`src/rtl/sbtc_pkg.sv`:
```
package sbtc_pkg;

  // register map, byte addresses on the register bus
  localparam int          ADDR_W         = 4;
  localparam int          DATA_W         = 32;
  localparam logic [3:0]  OFS_CONTROL    = 4'h0;
  localparam logic [3:0]  OFS_COUNT_LOW  = 4'h4;
  localparam logic [3:0]  OFS_COUNT_HIGH = 4'h8;
  localparam logic [3:0]  OFS_STATUS     = 4'hc;

  // control register fields
  localparam int          CTL_RUN        = 0;
  localparam int          CTL_SRC        = 1;
  localparam int          CTL_SYNC_BYP   = 2;
  localparam int          CTL_PAIR_LO    = 3;
  localparam int          CTL_PS_LO      = 4;
  localparam int          CTL_PS_HI      = 5;
  localparam int          CTL_PAIR_HI    = 6;
  localparam int          CTL_WIDE       = 7;

  // status register fields
  localparam int          STS_FLAG       = 0;
  localparam int          STS_IRQ_EN     = 1;

  // values after reset, and the count at which the counter wraps
  localparam logic [7:0]  CONTROL_RST    = 8'h00;
  localparam logic [15:0] COUNT_RST      = 16'h0000;
  localparam logic [15:0] COUNT_MAX      = 16'hffff;
  localparam logic [7:0]  BUFFER_RST     = 8'h00;
  localparam logic [2:0]  PRESCALE_RST   = 3'h0;

  // instruction cycle is the oscillator divided by four
  localparam int          INSTR_DIV      = 4;
  localparam logic [1:0]  INSTR_PHASE_LAST = 2'(INSTR_DIV - 1);
  localparam logic [1:0]  PHASE_RST      = 2'h0;

  // time base pairing codes and channel masks
  localparam int          NUM_CHANNELS   = 5;
  localparam logic [1:0]  PAIR_ALL_OTHER = 2'h0;
  localparam logic [1:0]  PAIR_SPLIT_LO  = 2'h1;
  localparam logic [1:0]  PAIR_SPLIT_HI  = 2'h2;
  localparam logic [1:0]  PAIR_ALL_THIS  = 2'h3;
  localparam logic [4:0]  MASK_NONE      = 5'h00;
  localparam logic [4:0]  MASK_SPLIT_LO  = 5'h1e;
  localparam logic [4:0]  MASK_SPLIT_HI  = 5'h1c;
  localparam logic [4:0]  MASK_ALL       = 5'h1f;

  typedef enum logic [1:0] {
    SBTC_MODE_TIMER,
    SBTC_MODE_SYNC_CNT,
    SBTC_MODE_ASYNC_CNT
  } sbtc_mode_t;

endpackage : sbtc_pkg

```
`src/rtl/sbtc_pin_sync.sv`:
```
`timescale 1ns/1ps
// two-stage synchroniser for pins entering the mclk domain
module sbtc_pin_sync #(
  parameter int WIDTH = 4
) (
  input  wire logic             mclk_in,
  input  wire logic             arst_n_in,
  input  wire logic             ce_in,
  input  wire logic [WIDTH-1:0] async_in,
  output logic      [WIDTH-1:0] sync_out
);

  logic [WIDTH-1:0] meta_reg;
  logic [WIDTH-1:0] sync_reg;

  always_ff @(posedge mclk_in or negedge arst_n_in) begin
    if (!arst_n_in) begin
      meta_reg <= '0;
      sync_reg <= '0;
    end else if (ce_in) begin
      meta_reg <= async_in;
      sync_reg <= meta_reg;
    end
  end

  assign sync_out = sync_reg;

endmodule : sbtc_pin_sync

```
`src/rtl/sbtc_timer.sv`:
```
// Local design decisions: the address map and the Avalon-MM register port.
`timescale 1ns/1ps
module sbtc_timer (
  input  wire logic        mclk_in,
  input  wire logic        arst_n_in,
  input  wire logic        ce_in,
  input  wire logic [3:0]  avs_address,
  input  wire logic        avs_read,
  input  wire logic        avs_write,
  input  wire logic [31:0] avs_writedata,
  input  wire logic [3:0]  avs_byteenable,
  output logic      [31:0] avs_readdata,
  output logic             avs_waitrequest,
  input  wire logic        external_count_input_in,
  input  wire logic        lp_osc_clk_in,
  input  wire logic        lp_osc_enable_in,
  input  wire logic [1:0]  port_direction_bits_in,
  input  wire logic [1:0]  port_pin_in,
  output logic      [1:0]  port_dir_eff_out,
  output logic      [1:0]  port_read_out,
  input  wire logic [4:0]  special_event_in,
  output logic      [4:0]  channel_uses_this_pair_out,
  output logic             overflow_irq_out
);

  // terminal value of the prescale counter for a given field
  function automatic logic [2:0] ps_limit(input logic [1:0] sel);
    ps_limit = 3'((4'h1 << sel) - 4'h1);
  endfunction : ps_limit

  // channels that take their time base from this pair
  function automatic logic [4:0] pair_mask(input logic [1:0] code);
    case (code)
      sbtc_pkg::PAIR_ALL_THIS: pair_mask = sbtc_pkg::MASK_ALL;
      sbtc_pkg::PAIR_SPLIT_HI: pair_mask = sbtc_pkg::MASK_SPLIT_HI;
      sbtc_pkg::PAIR_SPLIT_LO: pair_mask = sbtc_pkg::MASK_SPLIT_LO;
      default:                 pair_mask = sbtc_pkg::MASK_NONE;
    endcase
  endfunction : pair_mask

  logic [7:0]  control_reg;
  logic [15:0] count_reg;
  logic [15:0] count_next;
  logic [7:0]  buffer_reg;
  logic [2:0]  prescale_reg;
  logic [2:0]  prescale_next;
  logic [1:0]  phase_reg;
  logic        pending_reg;
  logic        pending_next;
  logic        armed_reg;
  logic        armed_next;
  logic        ext_prev_reg;
  logic        flag_reg;
  logic        flag_next;
  logic        irq_en_reg;
  logic        irq_reg;
  logic        ack_reg;
  logic [31:0] rdata_reg;
  logic [1:0]  dir_eff_reg;
  logic [1:0]  port_read_reg;
  logic [4:0]  chan_reg;

  logic [3:0]  pin_sync;
  logic        ext_level;
  logic        ext_fall;
  logic        ext_rise;
  logic        ext_edge;
  logic        instr_tick;
  logic        src_tick;
  logic        count_en;
  logic        ps_wrap;
  logic        inc;
  logic        wrap;
  logic        sev_hit;
  logic        sev_clear;
  logic        run;
  logic        src_ext;
  logic        wide;
  logic [1:0]  ps_sel;
  logic [1:0]  pair_code;
  sbtc_pkg::sbtc_mode_t mode;

  logic        req;
  logic        accept;
  logic        be0;
  logic        sel_ctl;
  logic        sel_low;
  logic        sel_high;
  logic        sel_sts;
  logic        wr_ctl;
  logic        wr_low;
  logic        wr_high;
  logic        wr_sts;
  logic        rd_low;
  logic        sw_write;
  logic [7:0]  wbyte;
  logic [7:0]  high_view;
  logic [31:0] read_word;

  // pins: {port pins, oscillator, count input}
  sbtc_pin_sync #(
    .WIDTH (4)
  ) u_pin_sync (
    .mclk_in   (mclk_in),
    .arst_n_in (arst_n_in),
    .ce_in     (ce_in),
    .async_in  ({port_pin_in, lp_osc_clk_in, external_count_input_in}),
    .sync_out  (pin_sync)
  );

  // control fields
  assign run       = control_reg[sbtc_pkg::CTL_RUN];
  assign src_ext   = control_reg[sbtc_pkg::CTL_SRC];
  assign wide      = control_reg[sbtc_pkg::CTL_WIDE];
  assign ps_sel    = control_reg[sbtc_pkg::CTL_PS_HI:sbtc_pkg::CTL_PS_LO];
  assign pair_code = {control_reg[sbtc_pkg::CTL_PAIR_HI], control_reg[sbtc_pkg::CTL_PAIR_LO]};

  // bypass bit only matters for the external source
  assign mode = !src_ext ? sbtc_pkg::SBTC_MODE_TIMER :
                control_reg[sbtc_pkg::CTL_SYNC_BYP] ? sbtc_pkg::SBTC_MODE_ASYNC_CNT :
                sbtc_pkg::SBTC_MODE_SYNC_CNT;

  // bus decode
  assign req      = avs_read | avs_write;
  assign accept   = req & ~ack_reg & ce_in;
  assign be0      = avs_byteenable[0];
  assign wbyte    = avs_writedata[7:0];
  assign sel_ctl  = avs_address == sbtc_pkg::OFS_CONTROL;
  assign sel_low  = avs_address == sbtc_pkg::OFS_COUNT_LOW;
  assign sel_high = avs_address == sbtc_pkg::OFS_COUNT_HIGH;
  assign sel_sts  = avs_address == sbtc_pkg::OFS_STATUS;
  assign wr_ctl   = accept & avs_write & be0 & sel_ctl;
  assign wr_low   = accept & avs_write & be0 & sel_low;
  assign wr_high  = accept & avs_write & be0 & sel_high;
  assign wr_sts   = accept & avs_write & be0 & sel_sts;
  assign rd_low   = accept & avs_read & sel_low;
  assign sw_write = wr_low | wr_high;

  // wide mode hides the live high byte behind the buffer
  assign high_view = wide ? buffer_reg : count_reg[15:8];

  assign read_word = sel_ctl  ? {24'h00_0000, control_reg} :
                     sel_low  ? {24'h00_0000, count_reg[7:0]} :
                     sel_high ? {24'h00_0000, high_view} :
                     sel_sts  ? {30'h0000_0000, irq_en_reg, flag_reg} :
                     32'h0000_0000;

  // first cycle of a request always waits, so effects happen exactly once
  assign avs_waitrequest = req & (~ack_reg | ~ce_in);
  assign avs_readdata    = rdata_reg;

  // external edge detection, armed by a falling edge first
  assign ext_level = lp_osc_enable_in ? pin_sync[1] : pin_sync[0];
  assign ext_fall  = ext_prev_reg & ~ext_level;
  assign ext_rise  = ~ext_prev_reg & ext_level;
  assign ext_edge  = armed_reg & ext_rise;
  assign armed_next = (!src_ext || !run || wr_low) ? 1'b0 :
                      ext_fall ? 1'b1 : armed_reg;

  // count clock per mode
  assign instr_tick = phase_reg == sbtc_pkg::INSTR_PHASE_LAST;
  always_comb begin
    case (mode)
      sbtc_pkg::SBTC_MODE_TIMER:     src_tick = instr_tick;
      sbtc_pkg::SBTC_MODE_SYNC_CNT:  src_tick = instr_tick & (pending_reg | ext_edge);
      sbtc_pkg::SBTC_MODE_ASYNC_CNT: src_tick = ext_edge;
      default:                       src_tick = 1'b0;
    endcase
  end

  // a synchronised edge waits for the next instruction cycle boundary
  assign pending_next = (mode == sbtc_pkg::SBTC_MODE_SYNC_CNT) & run & ~wr_low &
                        ~instr_tick & (pending_reg | ext_edge);

  assign count_en = run & src_tick;
  assign ps_wrap  = prescale_reg >= ps_limit(ps_sel);
  assign inc      = count_en & ps_wrap;

  assign prescale_next = wr_low ? sbtc_pkg::PRESCALE_RST :
                         !count_en ? prescale_reg :
                         ps_wrap ? sbtc_pkg::PRESCALE_RST : 3'(prescale_reg + 3'h1);

  // special event: only from channels on this pair, not in async mode
  assign sev_hit   = |(special_event_in & pair_mask(pair_code));
  assign sev_clear = sev_hit & (mode != sbtc_pkg::SBTC_MODE_ASYNC_CNT) & ~sw_write;

  // software write beats trigger, trigger beats increment
  always_comb begin
    count_next = count_reg;
    if (wr_low) begin
      count_next[7:0] = wbyte;
      if (wide) begin
        count_next[15:8] = buffer_reg;
      end
    end else if (wr_high) begin
      if (!wide) begin
        count_next[15:8] = wbyte;
      end
    end else if (sev_clear) begin
      count_next = sbtc_pkg::COUNT_RST;
    end else if (inc) begin
      count_next = 16'(count_reg + 16'h0001);
    end
  end

  // trigger clear suppresses the wrap, so no flag from it
  assign wrap      = inc & ~sw_write & ~sev_clear & (count_reg == sbtc_pkg::COUNT_MAX);
  // hardware set wins over a coincident software clear
  assign flag_next = wrap | (flag_reg & ~(wr_sts & wbyte[sbtc_pkg::STS_FLAG]));

  always_ff @(posedge mclk_in or negedge arst_n_in) begin
    if (!arst_n_in) begin
      ack_reg   <= 1'b0;
      rdata_reg <= 32'h0000_0000;
    end else if (ce_in) begin
      ack_reg <= accept;
      if (accept) begin
        rdata_reg <= read_word;
      end
    end
  end

  always_ff @(posedge mclk_in or negedge arst_n_in) begin
    if (!arst_n_in) begin
      control_reg <= sbtc_pkg::CONTROL_RST;
      irq_en_reg  <= 1'b0;
    end else if (ce_in) begin
      if (wr_ctl) begin
        control_reg <= wbyte;
      end
      if (wr_sts) begin
        irq_en_reg <= wbyte[sbtc_pkg::STS_IRQ_EN];
      end
    end
  end

  always_ff @(posedge mclk_in or negedge arst_n_in) begin
    if (!arst_n_in) begin
      buffer_reg <= sbtc_pkg::BUFFER_RST;
    end else if (ce_in && wide) begin
      if (rd_low) begin
        buffer_reg <= count_reg[15:8];
      end else if (wr_high) begin
        buffer_reg <= wbyte;
      end
    end
  end

  always_ff @(posedge mclk_in or negedge arst_n_in) begin
    if (!arst_n_in) begin
      count_reg    <= sbtc_pkg::COUNT_RST;
      prescale_reg <= sbtc_pkg::PRESCALE_RST;
      flag_reg     <= 1'b0;
    end else if (ce_in) begin
      count_reg    <= count_next;
      prescale_reg <= prescale_next;
      flag_reg     <= flag_next;
    end
  end

  always_ff @(posedge mclk_in or negedge arst_n_in) begin
    if (!arst_n_in) begin
      phase_reg    <= sbtc_pkg::PHASE_RST;
      pending_reg  <= 1'b0;
      armed_reg    <= 1'b0;
      ext_prev_reg <= 1'b0;
    end else if (ce_in) begin
      phase_reg    <= 2'(phase_reg + 2'h1);
      pending_reg  <= pending_next;
      armed_reg    <= armed_next;
      ext_prev_reg <= ext_level;
    end
  end

  // side outputs, registered so they never glitch
  always_ff @(posedge mclk_in or negedge arst_n_in) begin
    if (!arst_n_in) begin
      dir_eff_reg   <= 2'h3;
      port_read_reg <= 2'h0;
      chan_reg      <= sbtc_pkg::MASK_NONE;
      irq_reg       <= 1'b0;
    end else if (ce_in) begin
      dir_eff_reg   <= lp_osc_enable_in ? 2'h3 : port_direction_bits_in;
      port_read_reg <= lp_osc_enable_in ? 2'h0 : pin_sync[3:2];
      chan_reg      <= pair_mask(pair_code);
      irq_reg       <= flag_reg & irq_en_reg;
    end
  end

  assign port_dir_eff_out           = dir_eff_reg;
  assign port_read_out              = port_read_reg;
  assign channel_uses_this_pair_out = chan_reg;
  assign overflow_irq_out           = irq_reg;

endmodule : sbtc_timer

```
`config.mk`:
```
export PLATFORM = sky130hd
export DESIGN_NAME = sbtc_timer
export DESIGN_NICKNAME = d
export VERILOG_FILES = /design/src/rtl/sbtc_pkg.sv /design/src/rtl/sbtc_pin_sync.sv /design/src/rtl/sbtc_timer.sv
export SDC_FILE = /design/constraint.sdc
export NUM_CORES = 1
export LEC_CHECK = 0
export BUFFER_PORTS_ARGS = -buffer_cell sky130_fd_sc_hd__buf_2
export CAP_MARGIN = 10
export CORE_ASPECT_RATIO = 1.2
export CORE_MARGIN = 10
export CORE_UTILIZATION = 55
export CTS_CLUSTER_SIZE = 30
export DETAILED_ROUTE_END_ITERATION = 10
export HOLD_SLACK_MARGIN = 0.05
export PLACE_DENSITY = 0.82
export REMOVE_ABC_BUFFERS = 1
export SLEW_MARGIN = 40
export SYNTH_ARGS = -nofsm -noshare
export SYNTH_HDL_FRONTEND = slang
export SYNTH_SLANG_ARGS = --single-unit
```
`constraint.sdc`:
```
create_clock -name mclk_in -period 6.3 [get_ports mclk_in]
set_input_delay 0.315 -clock mclk_in [delete_from_list [all_inputs] [get_ports mclk_in]]
set_output_delay 0.315 -clock mclk_in [all_outputs]
set_load 0.02 [all_outputs]
```
* Yosys cells after proc, flatten, opt, wreduce, memory -nomap -nowiden *
Index checks and enable logic that the tools add are counted.

storage, ports and cells
  bits in registers = 93
  input port bits = 57
  output and inout bits = 43
  word-level logic and storage cells = 128

cells by class
  add/sub/neg operators = 4
  order comparisons = 1
  eq/ne operators = 13
  shift-type cells = 1
  mux-type cells = 25
  bitwise operators = 44
  reduce and logical (&&, ||, !) cells = 21

operator list
  operator                 number
  $mux W8                  9
  $mux W16                 3
  $and A1 B1 Y1            29
  $add A16 B1 Y16 const B  1
  $eq A16 B16 Y1 const B   1
  $pmux W5 S3              1
  $reduce_and A2 Y1        6
  $mux W2                  5
  $mux W3                  3
  $not A1 Y1               9
  $eq A2 B2 Y1 const B     4
  $eq A4 B4 Y1 const B     2
  $reduce_and A3 Y1        2
  $reduce_bool A2 Y1       3
  $and A5 B5 Y5            1
  $or A1 B1 Y1             5
  $reduce_or A5 Y1         1
  $eq A2 B1 Y1 const B     2
  $eq A4 B3 Y1 const B     1
  $logic_not A4 Y1         1
  $ne A2 B2 Y1 const B     2
  $reduce_bool A4 Y1       1
  $add A3 B1 Y3 const B    1
  $ge A3 B3 Y1             1
  other kinds (11)         15

* Longest topological paths before layout *
Gate-level depths: netlist (run 1).

  depth after elaboration = 13
  mapped depth = 10
  depth with buffers taken out = 8

* Modules after synthesis *
A second synthesis (run 1) with hierarchy kept.

unflattened totals
  cell total of the unflattened synthesis = 413
  area total of the unflattened synthesis = 4127.7 µm²

by module, submodules not included
  module         instances  cells an instance  area each (µm²)
  sbtc_timer     1          396                3796.1
  sbtc_pin_sync  1          17                 331.6

* Worst setup path after synthesis (run 1) *
No wires, ideal clock.

  path type = register to register
  from = reg control_reg[4]
  to = reg count_reg[0]
  arrival = 2.007 ns
  required time = 6.173 ns
  path slack = 4.166 ns
  stages on the path, launching flop included = 9
  buffers on the path = 0
  clock period less this slack = 2.134 ns
  path through = dfrtp_1 or2_2 ha_1 nor2b_1 o21a_1 a211o_2 o21a_4 a221oi_2 a21oi_1

between the ends
  cells in the longest elaborated chain, start to end = 6

ends and longest elaborated chain
  element                       line               source
  from (decl)                   sbtc_timer.sv:41   logic [7:0] control_reg;
  from (signal assigned)        sbtc_timer.sv:225  control_reg <= sbtc_pkg::CONTROL_RST;
  from (signal assigned)        sbtc_timer.sv:229  control_reg <= wbyte;
  $shl A1 B2 Y3                 sbtc_timer.sv:28   ps_limit = 3'((4'h1 << sel) - 4'h1);
  $sub A3 B1 Y3                 sbtc_timer.sv:28
  $ge A3 B3 Y1                  sbtc_timer.sv:176  assign ps_wrap = prescale_reg >= ps_limit(ps_sel);
  $and A1 B1 Y1                 sbtc_timer.sv:177  assign inc = count_en & ps_wrap;
  $reduce_bool A3 Y1 (no line)  --
  $reduce_and A3 Y1 (no line)   --
  to (signal assigned)          sbtc_timer.sv:251  count_reg <= sbtc_pkg::COUNT_RST;
  to (signal assigned)          sbtc_timer.sv:255  count_reg <= count_next;
  to (decl)                     sbtc_timer.sv:42   logic [15:0] count_reg;

Every way passes these cells.
A chain may end at the register's enable or synchronous reset.

* Final worst setup path (run 1) *
  from = in ce_in
  to = reg buffer_reg[0]

between the ends
  cells in the longest elaborated chain, start to end = 6
  elaborated cells between the ends (all ways) = 10

ends and longest elaborated chain
  element                       line               source
  from (decl)                   sbtc_timer.sv:6    input wire logic ce_in,
  $and A1 B1 Y1                 sbtc_timer.sv:125  assign accept = req & ~ack_reg & ce_in;
  $and A1 B1 Y1 (3 in a row)    sbtc_timer.sv:134  assign wr_high = accept & avs_write & be0 & sel_high;
  $reduce_bool A2 Y1 (no line)  --
  $reduce_and A2 Y1 (no line)   --
  to (signal assigned)          sbtc_timer.sv:239  buffer_reg <= sbtc_pkg::BUFFER_RST;
  to (signal assigned)          sbtc_timer.sv:242  buffer_reg <= count_reg[15:8];
  to (signal assigned)          sbtc_timer.sv:244  buffer_reg <= wbyte;
  to (decl)                     sbtc_timer.sv:44   logic [7:0] buffer_reg;

Parallel ways exist; a longest one is shown, timed or not.

==> results of run 1 <==
==> per-stage QoR <==
step                      utilization, %  cell area [um^2]
after global routing                63.5              4380
final                               63.5              4380
after detailed placement            60.2              4150
after global placement              60.2              4150
after floorplan                        -              3770
after CTS                           63.3              4370
==> cell families (layout without fill, tap and decap cells) <==
| group | count (synthesis) | in the layout | synth area share [%] |
|---|---|---|---|
| AO/OA/AOI/OAI | 137 | 137 | 22.6 |
| XOR/XNOR | 1 | 1 | 0.222 |
| adder cells (fa/ha/maj) | 6 | 6 | 1.90 |
| buffers and inverters | 58 | 84 | 8.21 |
| flip-flops | 67 | 67 | 42.5 |
| multiplexers | 39 | 39 | 11.0 |
| other | 1 | 24 | 0.0950 |
| AND/OR/NAND/NOR | 111 | 111 | 13.4 |
==> synthesized netlist by cell type, drive strengths merged (2+ instances only) <==
master / number / area, um^2
nand3: 9 / 45.0
and2: 5 / 31.3
ha: 6 / 75.1
a21o: 4 / 30.0
nor2b: 7 / 43.8
a32oi: 3 / 26.3
o21a: 4 / 37.5
o21ai: 38 / 190
inv: 16 / 60.1
a22oi: 7 / 52.6
nor3: 3 / 15.0
a22o: 10 / 87.6
buf: 35 / 236
a21oi: 34 / 181
nand2: 26 / 97.6
and3: 5 / 31.3
a31oi: 8 / 50.1
or3: 4 / 30.0
mux4: 2 / 45.0
mux2i: 22 / 220
o22ai: 11 / 68.8
nor2: 38 / 143
a211oi: 2 / 20.0
mux2: 15 / 169
or2: 3 / 18.8
dfrtp: 65 / 1630
nand4: 5 / 31.3
o311ai: 5 / 43.8
o2bb2ai: 2 / 17.5
clkbuf: 7 / 27.5
dfstp: 2 / 52.6
nand2b: 3 / 18.8
==> per-layer routing <==
metal / global-route usage, % / vias to the layer above
met5: 0 / -
met4: 8.54 / 0
met3: 3.65 / 24
met2: 29.3 / 181
met1: 22.5 / 1635
li1: - / 1578
==> power breakdown <==
group / switching (mW) / total (mW) / internal [mW]
sequential: 0.0641 / 0.564 / 0.500
combinational: 0.211 / 0.352 / 0.141
clock: 0.166 / 0.400 / 0.234
==> final cells by class <==
cell class,count,area [um^2],share of cell area (%)
timing repair buffer,52,274,6.26
inverter,16,60.1,1.37
sequential,67,1680,38.4
clock buffer,12,145,3.32
tap,87,109,2.49
clock inverter,4,75.1,1.72
multi-input combinational,318,2030,46.5
==> worst max path at each step <==
stage,start,to,slack (ns),depth (start not counted)
global route,ce_in,buffer_reg[2]$_DFFE_PN0P_,3.53,7
floorplan,avs_address[3],count_reg[0]$_DFFE_PN0P_,4.01,6
CTS,ce_in,buffer_reg[0]$_DFFE_PN0P_,3.90,7
finish,ce_in,buffer_reg[0]$_DFFE_PN0P_,3.80,7
global placement,ce_in,buffer_reg[0]$_DFFE_PN0P_,3.60,7
detailed placement,ce_in,buffer_reg[2]$_DFFE_PN0P_,3.56,7
==> critical path: stages <==
cell and delay [ns]:
buf_2 0.53, nor2b_1 0.25, nand4_1 0.61, o21ai_0 0.24
and3_1 0.58, nor2_1 0.09, a21oi_1 0.15
==> cells in the final DEF, fill, tap and decap left out, drive strengths merged, types with 4 or more instances in the layout <==
master and count:
dfrtp 65, buf 52, nor2 38, o21ai 38
a21oi 34, nand2 26, conb 24, mux2i 22
inv 16, mux2 15, clkbuf 12, o22ai 11
a22o 10, nand3 9, a31oi 8, nor2b 7
a22oi 7, ha 6, nand4 5, and3 5
and2 5, o311ai 5, a21o 4, or3 4
o21a 4
==> results.md, run 1 <==
* Hpwl dp at ~7500 um
* Maximum vdd ir drop at around 180 uV
* ANT nets after route at 0
* Synthesis-stage register bit count at 67
* Req. time, crit path at 6.56 ns
* Total congestion overflow at 0
* Tmin final at 2.50 ns
* Initial Util at around 57%
* Die area at 11000 um^2
* Max FFs per register at 16
* Met2 routed WL at ~4900 um
* Max cap viols at 0
* Diode count at 0
* Clock buffer depth at 2
* I/O pin count at 100
* Fin crit share at around 40%
* Crit path capture type: flip-flop
* HP Class: in -> async
* Post-CTS Resized at 0
* Number of remaining DRC errors at 0
* CTS sink cnt at between 60 and 70
* First-pass GRT wire length at ~17000 um
* Data arrival, critical path at ~2.8 ns
* Setup slack after layout at around 3.8 ns
* Syn Inst Count at 420
* EDFF count, synth at 0
* H-Tree Depth at 3
* Die height at roughly 110 um
* Yosys warns at 0
* Share of layout cells above drive strength 1 at about a fifth
* Setup Skew at 0.0113 ns
* Final wirelength at ~10000 um
* Actual slew at the worst max-slew pin at about 0.8 ns
* First-pass DRT Iterations at 6
* Fmax at about 0.4 GHz
* Final setup violation count at 0
* Sequential share of the synthesized area at a little over two fifths
* Number of global-route vias before repair at 3331
* Hold Buf Count CTS at 0
* Root Buffer: clkbuf_8
* Pwr/cell area at between 300 and 400 nW/um^2
* Synth cell types at 54
* DRT iter0 DRCs at between 300 and 400
* Setup_tns at 0 ns
* Max_slew headroom at 47.8%
* FF-to-FF setup slack at 3.95 ns
* RR Endpoint: buffer_reg[0]$_DFFE_PN0P_
* Gpl congestion at 0.905
* Final hold violations at 0
* Slew Limit Fails at 0
* Post-DR vias/cell at 6.15
* Largest net degree at the start of global routing at slightly below 70
* Hold slack at roughly 0.059 ns
* Num rows at 33
* Fill cell count at about 550
* Area growth from synthesis to layout at 10.9%
* Worst r2r src: ack_reg$_DFFE_PN0P_
* Clk slew on worst S/H paths at 0.07 ns
* Core Box Area at approximately 7000 um^2
* Antenna violations before repair at 0
* Placed insts at 540
* Status: finished clean
* Total Nets Final at ~530
* Pre-CTS WS at 3.56 ns
* CTS tree: yes
* Largest fanout on the critical path at 37
* Synth Cell Area at around 3900 um^2
* Number of CTS-inserted buffers at 9
* FFs w/ async S/R, synth at 100%
* Unrepaired setup endpoints after global routing: false
* WL met1 at around 4300 um
* Top sig layer: met4
* CP startpoint kind: input pin
* Total power at around 1.3 mW
* Die X at 97.3 um
* Most used DFF post-synth: dfrtp_1
* Post-DR wirelength/cell at 18.4 um
* Fin cells at about 560
* Reg2reg path depth at 6
* Post-CTS setup buffer count at 0
* GRT Util Overall at between 10% and 20%
* Via count at approximately 3400
* Port Buf Inserts at between 40 and 50
* Setup Crit Path Kind: in -> reg
* Leak pwr at a little over 2 nW
* Met3 wire length at around 800 um
* Syn Area/Cell at roughly 9.4 um^2
* Clock Latency Late Sink at 0.34 ns
No activity file was read; power rests on OpenSTA's default activity.
==> run 2: changes to the inputs <==
Settings changed: CORE_UTILIZATION 55 to 48, PLACE_DENSITY 0.82 to 0.76.
Clock period 6.3 ns to 2.1 ns, I/O delays scaled along.
==> run 2 against run 1 <==
  * The flow now finishes with violations (setup timing)
  * Sequential power increased to 3.0 times the previous value
  * Cell area increased by 7.0%
  * Sequential cell count is the same
==> results.md, run 2 (synthesized netlist as in run 1, its figures left out) <==
* Status: finished with violations
* Failing checks: setup timing
* Leak pwr at about 2.2 nW
* Setup Crit Path Kind: reg -> reg
* Total congestion overflow at 0
* First-pass DRT Iterations at 5
* Post-DR vias/cell at around 6
* Maximum vdd ir drop at slightly above 400 uV
* Number of remaining DRC errors at 0
* Placed cell areas at 4290 um^2
* Diode count at 0
* Die X at 103 um
* Hpwl dp at approximately 8300 um
* Max FFs per register at 16
* Largest net degree at the start of global routing at 35
* Unrepaired setup endpoints after global routing: true
* Final wirelength at 11100 um
* Clock buffer depth at 2
* Largest fanout on the critical path at 10
* HP Class: in -> reg
* Req. time, crit path at 2.34 ns
* Fin util at between 50% and 60%
* I/O pin count at 100
* Setup slack after layout at -0.0136 ns
* Die area at approximately 12000 um^2
* Final setup violation count at 2
* GRT Util Overall at 18.3%
* Commonest non-fill, non-tap cell in the layout: dfrtp_1
* Hold slack at around 0.074 ns
* Actual slew at the worst max-slew pin at about 0.66 ns
* Max cap viols at 0
* Share of layout cells above drive strength 1 at between 20% and 30%
* Pre-CTS WS at -0.197 ns
* Port Buf Inserts at 48
* CTS sink cnt at 67
* Clock Latency Late Sink at around 0.37 ns
* Core Box Area at between 8000 and 9000 um^2
* Max_slew headroom at a little under three fifths
* CP startpoint kind: flip-flop
* Post-DR wirelength/cell at roughly 19 um
* Setup Skew at a little under 0.02 ns
* Commonest non-fill, non-tap cells in the layout: dfrtp_1 (65), buf_2 (48), nor2_1 (38), a21oi_1 (33)
* Num rows at 36
* Antenna violations before repair at 0
* DRT iter0 DRCs at ~270
* Total power at between 4 and 5 mW
* Final hold violations at 0
* Fin crit share at 101%
* First-pass GRT wire length at 17800 um
* Fmax at approximately 0.47 GHz
* CTS tree: yes
* Post-layout instance area at roughly 4700 um^2
* Clk slew on worst S/H paths at about 0.090 ns
* Total Nets Final at 554
* Root Buffer: clkbuf_8
* Data arrival, critical path at around 2.4 ns
* Pwr/cell area at about 860 nW/um^2
* Initial Util at between 40% and 50%
* ANT nets after route at 0
* Area growth from synthesis to layout at 18.6%
* Gpl congestion at slightly above 0.9
* Die height at approximately 120 um
* Tmin final at about 2.1 ns
* Crit path capture type: flip-flop
* Via count at 3531
* Number of CTS-inserted buffers at 9
* Slew Limit Fails at 0
* Number of global-route vias before repair at ~3500
* H-Tree Depth at 3
==> run 2: changes by cell type in the layout (fill, tap and decap cells not counted), moves of 3 or more <==
| cell | change |
|---|---|
| o21ai_1 | +10 |
| buf_4 | +16 |
| o21ai_0 | -10 |
| o311ai_1 | +3 |
| o311ai_0 | -4 |
| dlygate4sd3_1 | +10 |
| clkinv_2 | +3 |
==> run 2: layout make-up <==
type                    instances  area (um^2)
clock buffers                  10          138
clock inverters                 5         53.8
fillers                       696         3380
inverters                      16         60.1
multi-input cells             318         2120
flip-flops and latches         67         1680
well taps                      95          119
repair buffers                 79          514
==> run 2: worst paths after layout <==
| check | from | to | slack, ns | cells past startpoint |
|---|---|---|---|---|
| max | control_reg[4]$_DFFE_PN0P_ | count_reg[0]$_DFFE_PN0P_ | -0.01 | 8 |
| min | avs_writedata[1] | control_reg[1]$_DFFE_PN0P_ | 0.07 | 3 |
| max reg2reg | control_reg[4]$_DFFE_PN0P_ | count_reg[0]$_DFFE_PN0P_ | -0.01 | 8 |
| min reg2reg | phase_reg[0]$_DFFE_PN0P_ | phase_reg[0]$_DFFE_PN0P_ | 0.47 | 1 |
| max in group asynchronous | arst_n_in | buffer_reg[4]$_DFFE_PN0P_ | 1.29 | 3 |
| min in group asynchronous | arst_n_in | port_read_out[0]$_DFFE_PN0P_ | 0.19 | 2 |
==> run 2: report_power, final <==
group / internal [mW] / switching, mW / leakage, nW
combinational: 0.553 / 0.720 / 1.26
clock: 0.569 / 0.504 / 0.102
sequential: 1.50 / 0.179 / 0.856
total: 2.62 / 1.40 / 2.22
==> run 2: what timing repair did <==
item | 4_1_cts | 5_1_grt
hold buffers | 10 | 0
resized for setup | 9 | 20
pin swaps | 5 | 6
buffers inserted | 0 | 1
gates cloned | 0 | 0
endpoints found under the hold margin | 50 | 0
setup endpoints to repair | 16 | 17
==> run 2: per-layer routing <==
layer / wire length, um / up-vias / GRT usage [%]
met3: 877 / 33 / 3.64
met2: 5120 / 168 / 27.8
li1: - / 1635 / -
met1: 4580 / 1695 / 23.3
met4: 472 / 0 / 11.2
met5: 0 / - / 0
==> run 2: metrics by stage <==
stage	instances	TNS, ns
3_3_place_gp	564	-0.813
6_report	590	-0.0222
5_1_grt	590	-0.890
4_1_cts	589	0
2_1_floorplan	401	-1.04
3_5_place_dp	564	-1.49
==> run 2: critical path: stages, from the launching register on <==
cell and delay (ns):
dfrtp_1 0.39, or2_4 0.26, ha_4 0.28, nor2b_4 0.04, o21a_4 0.20, a211o_4 0.33, o21a_4 0.25, a221oi_2 0.17
a21oi_1 0.06
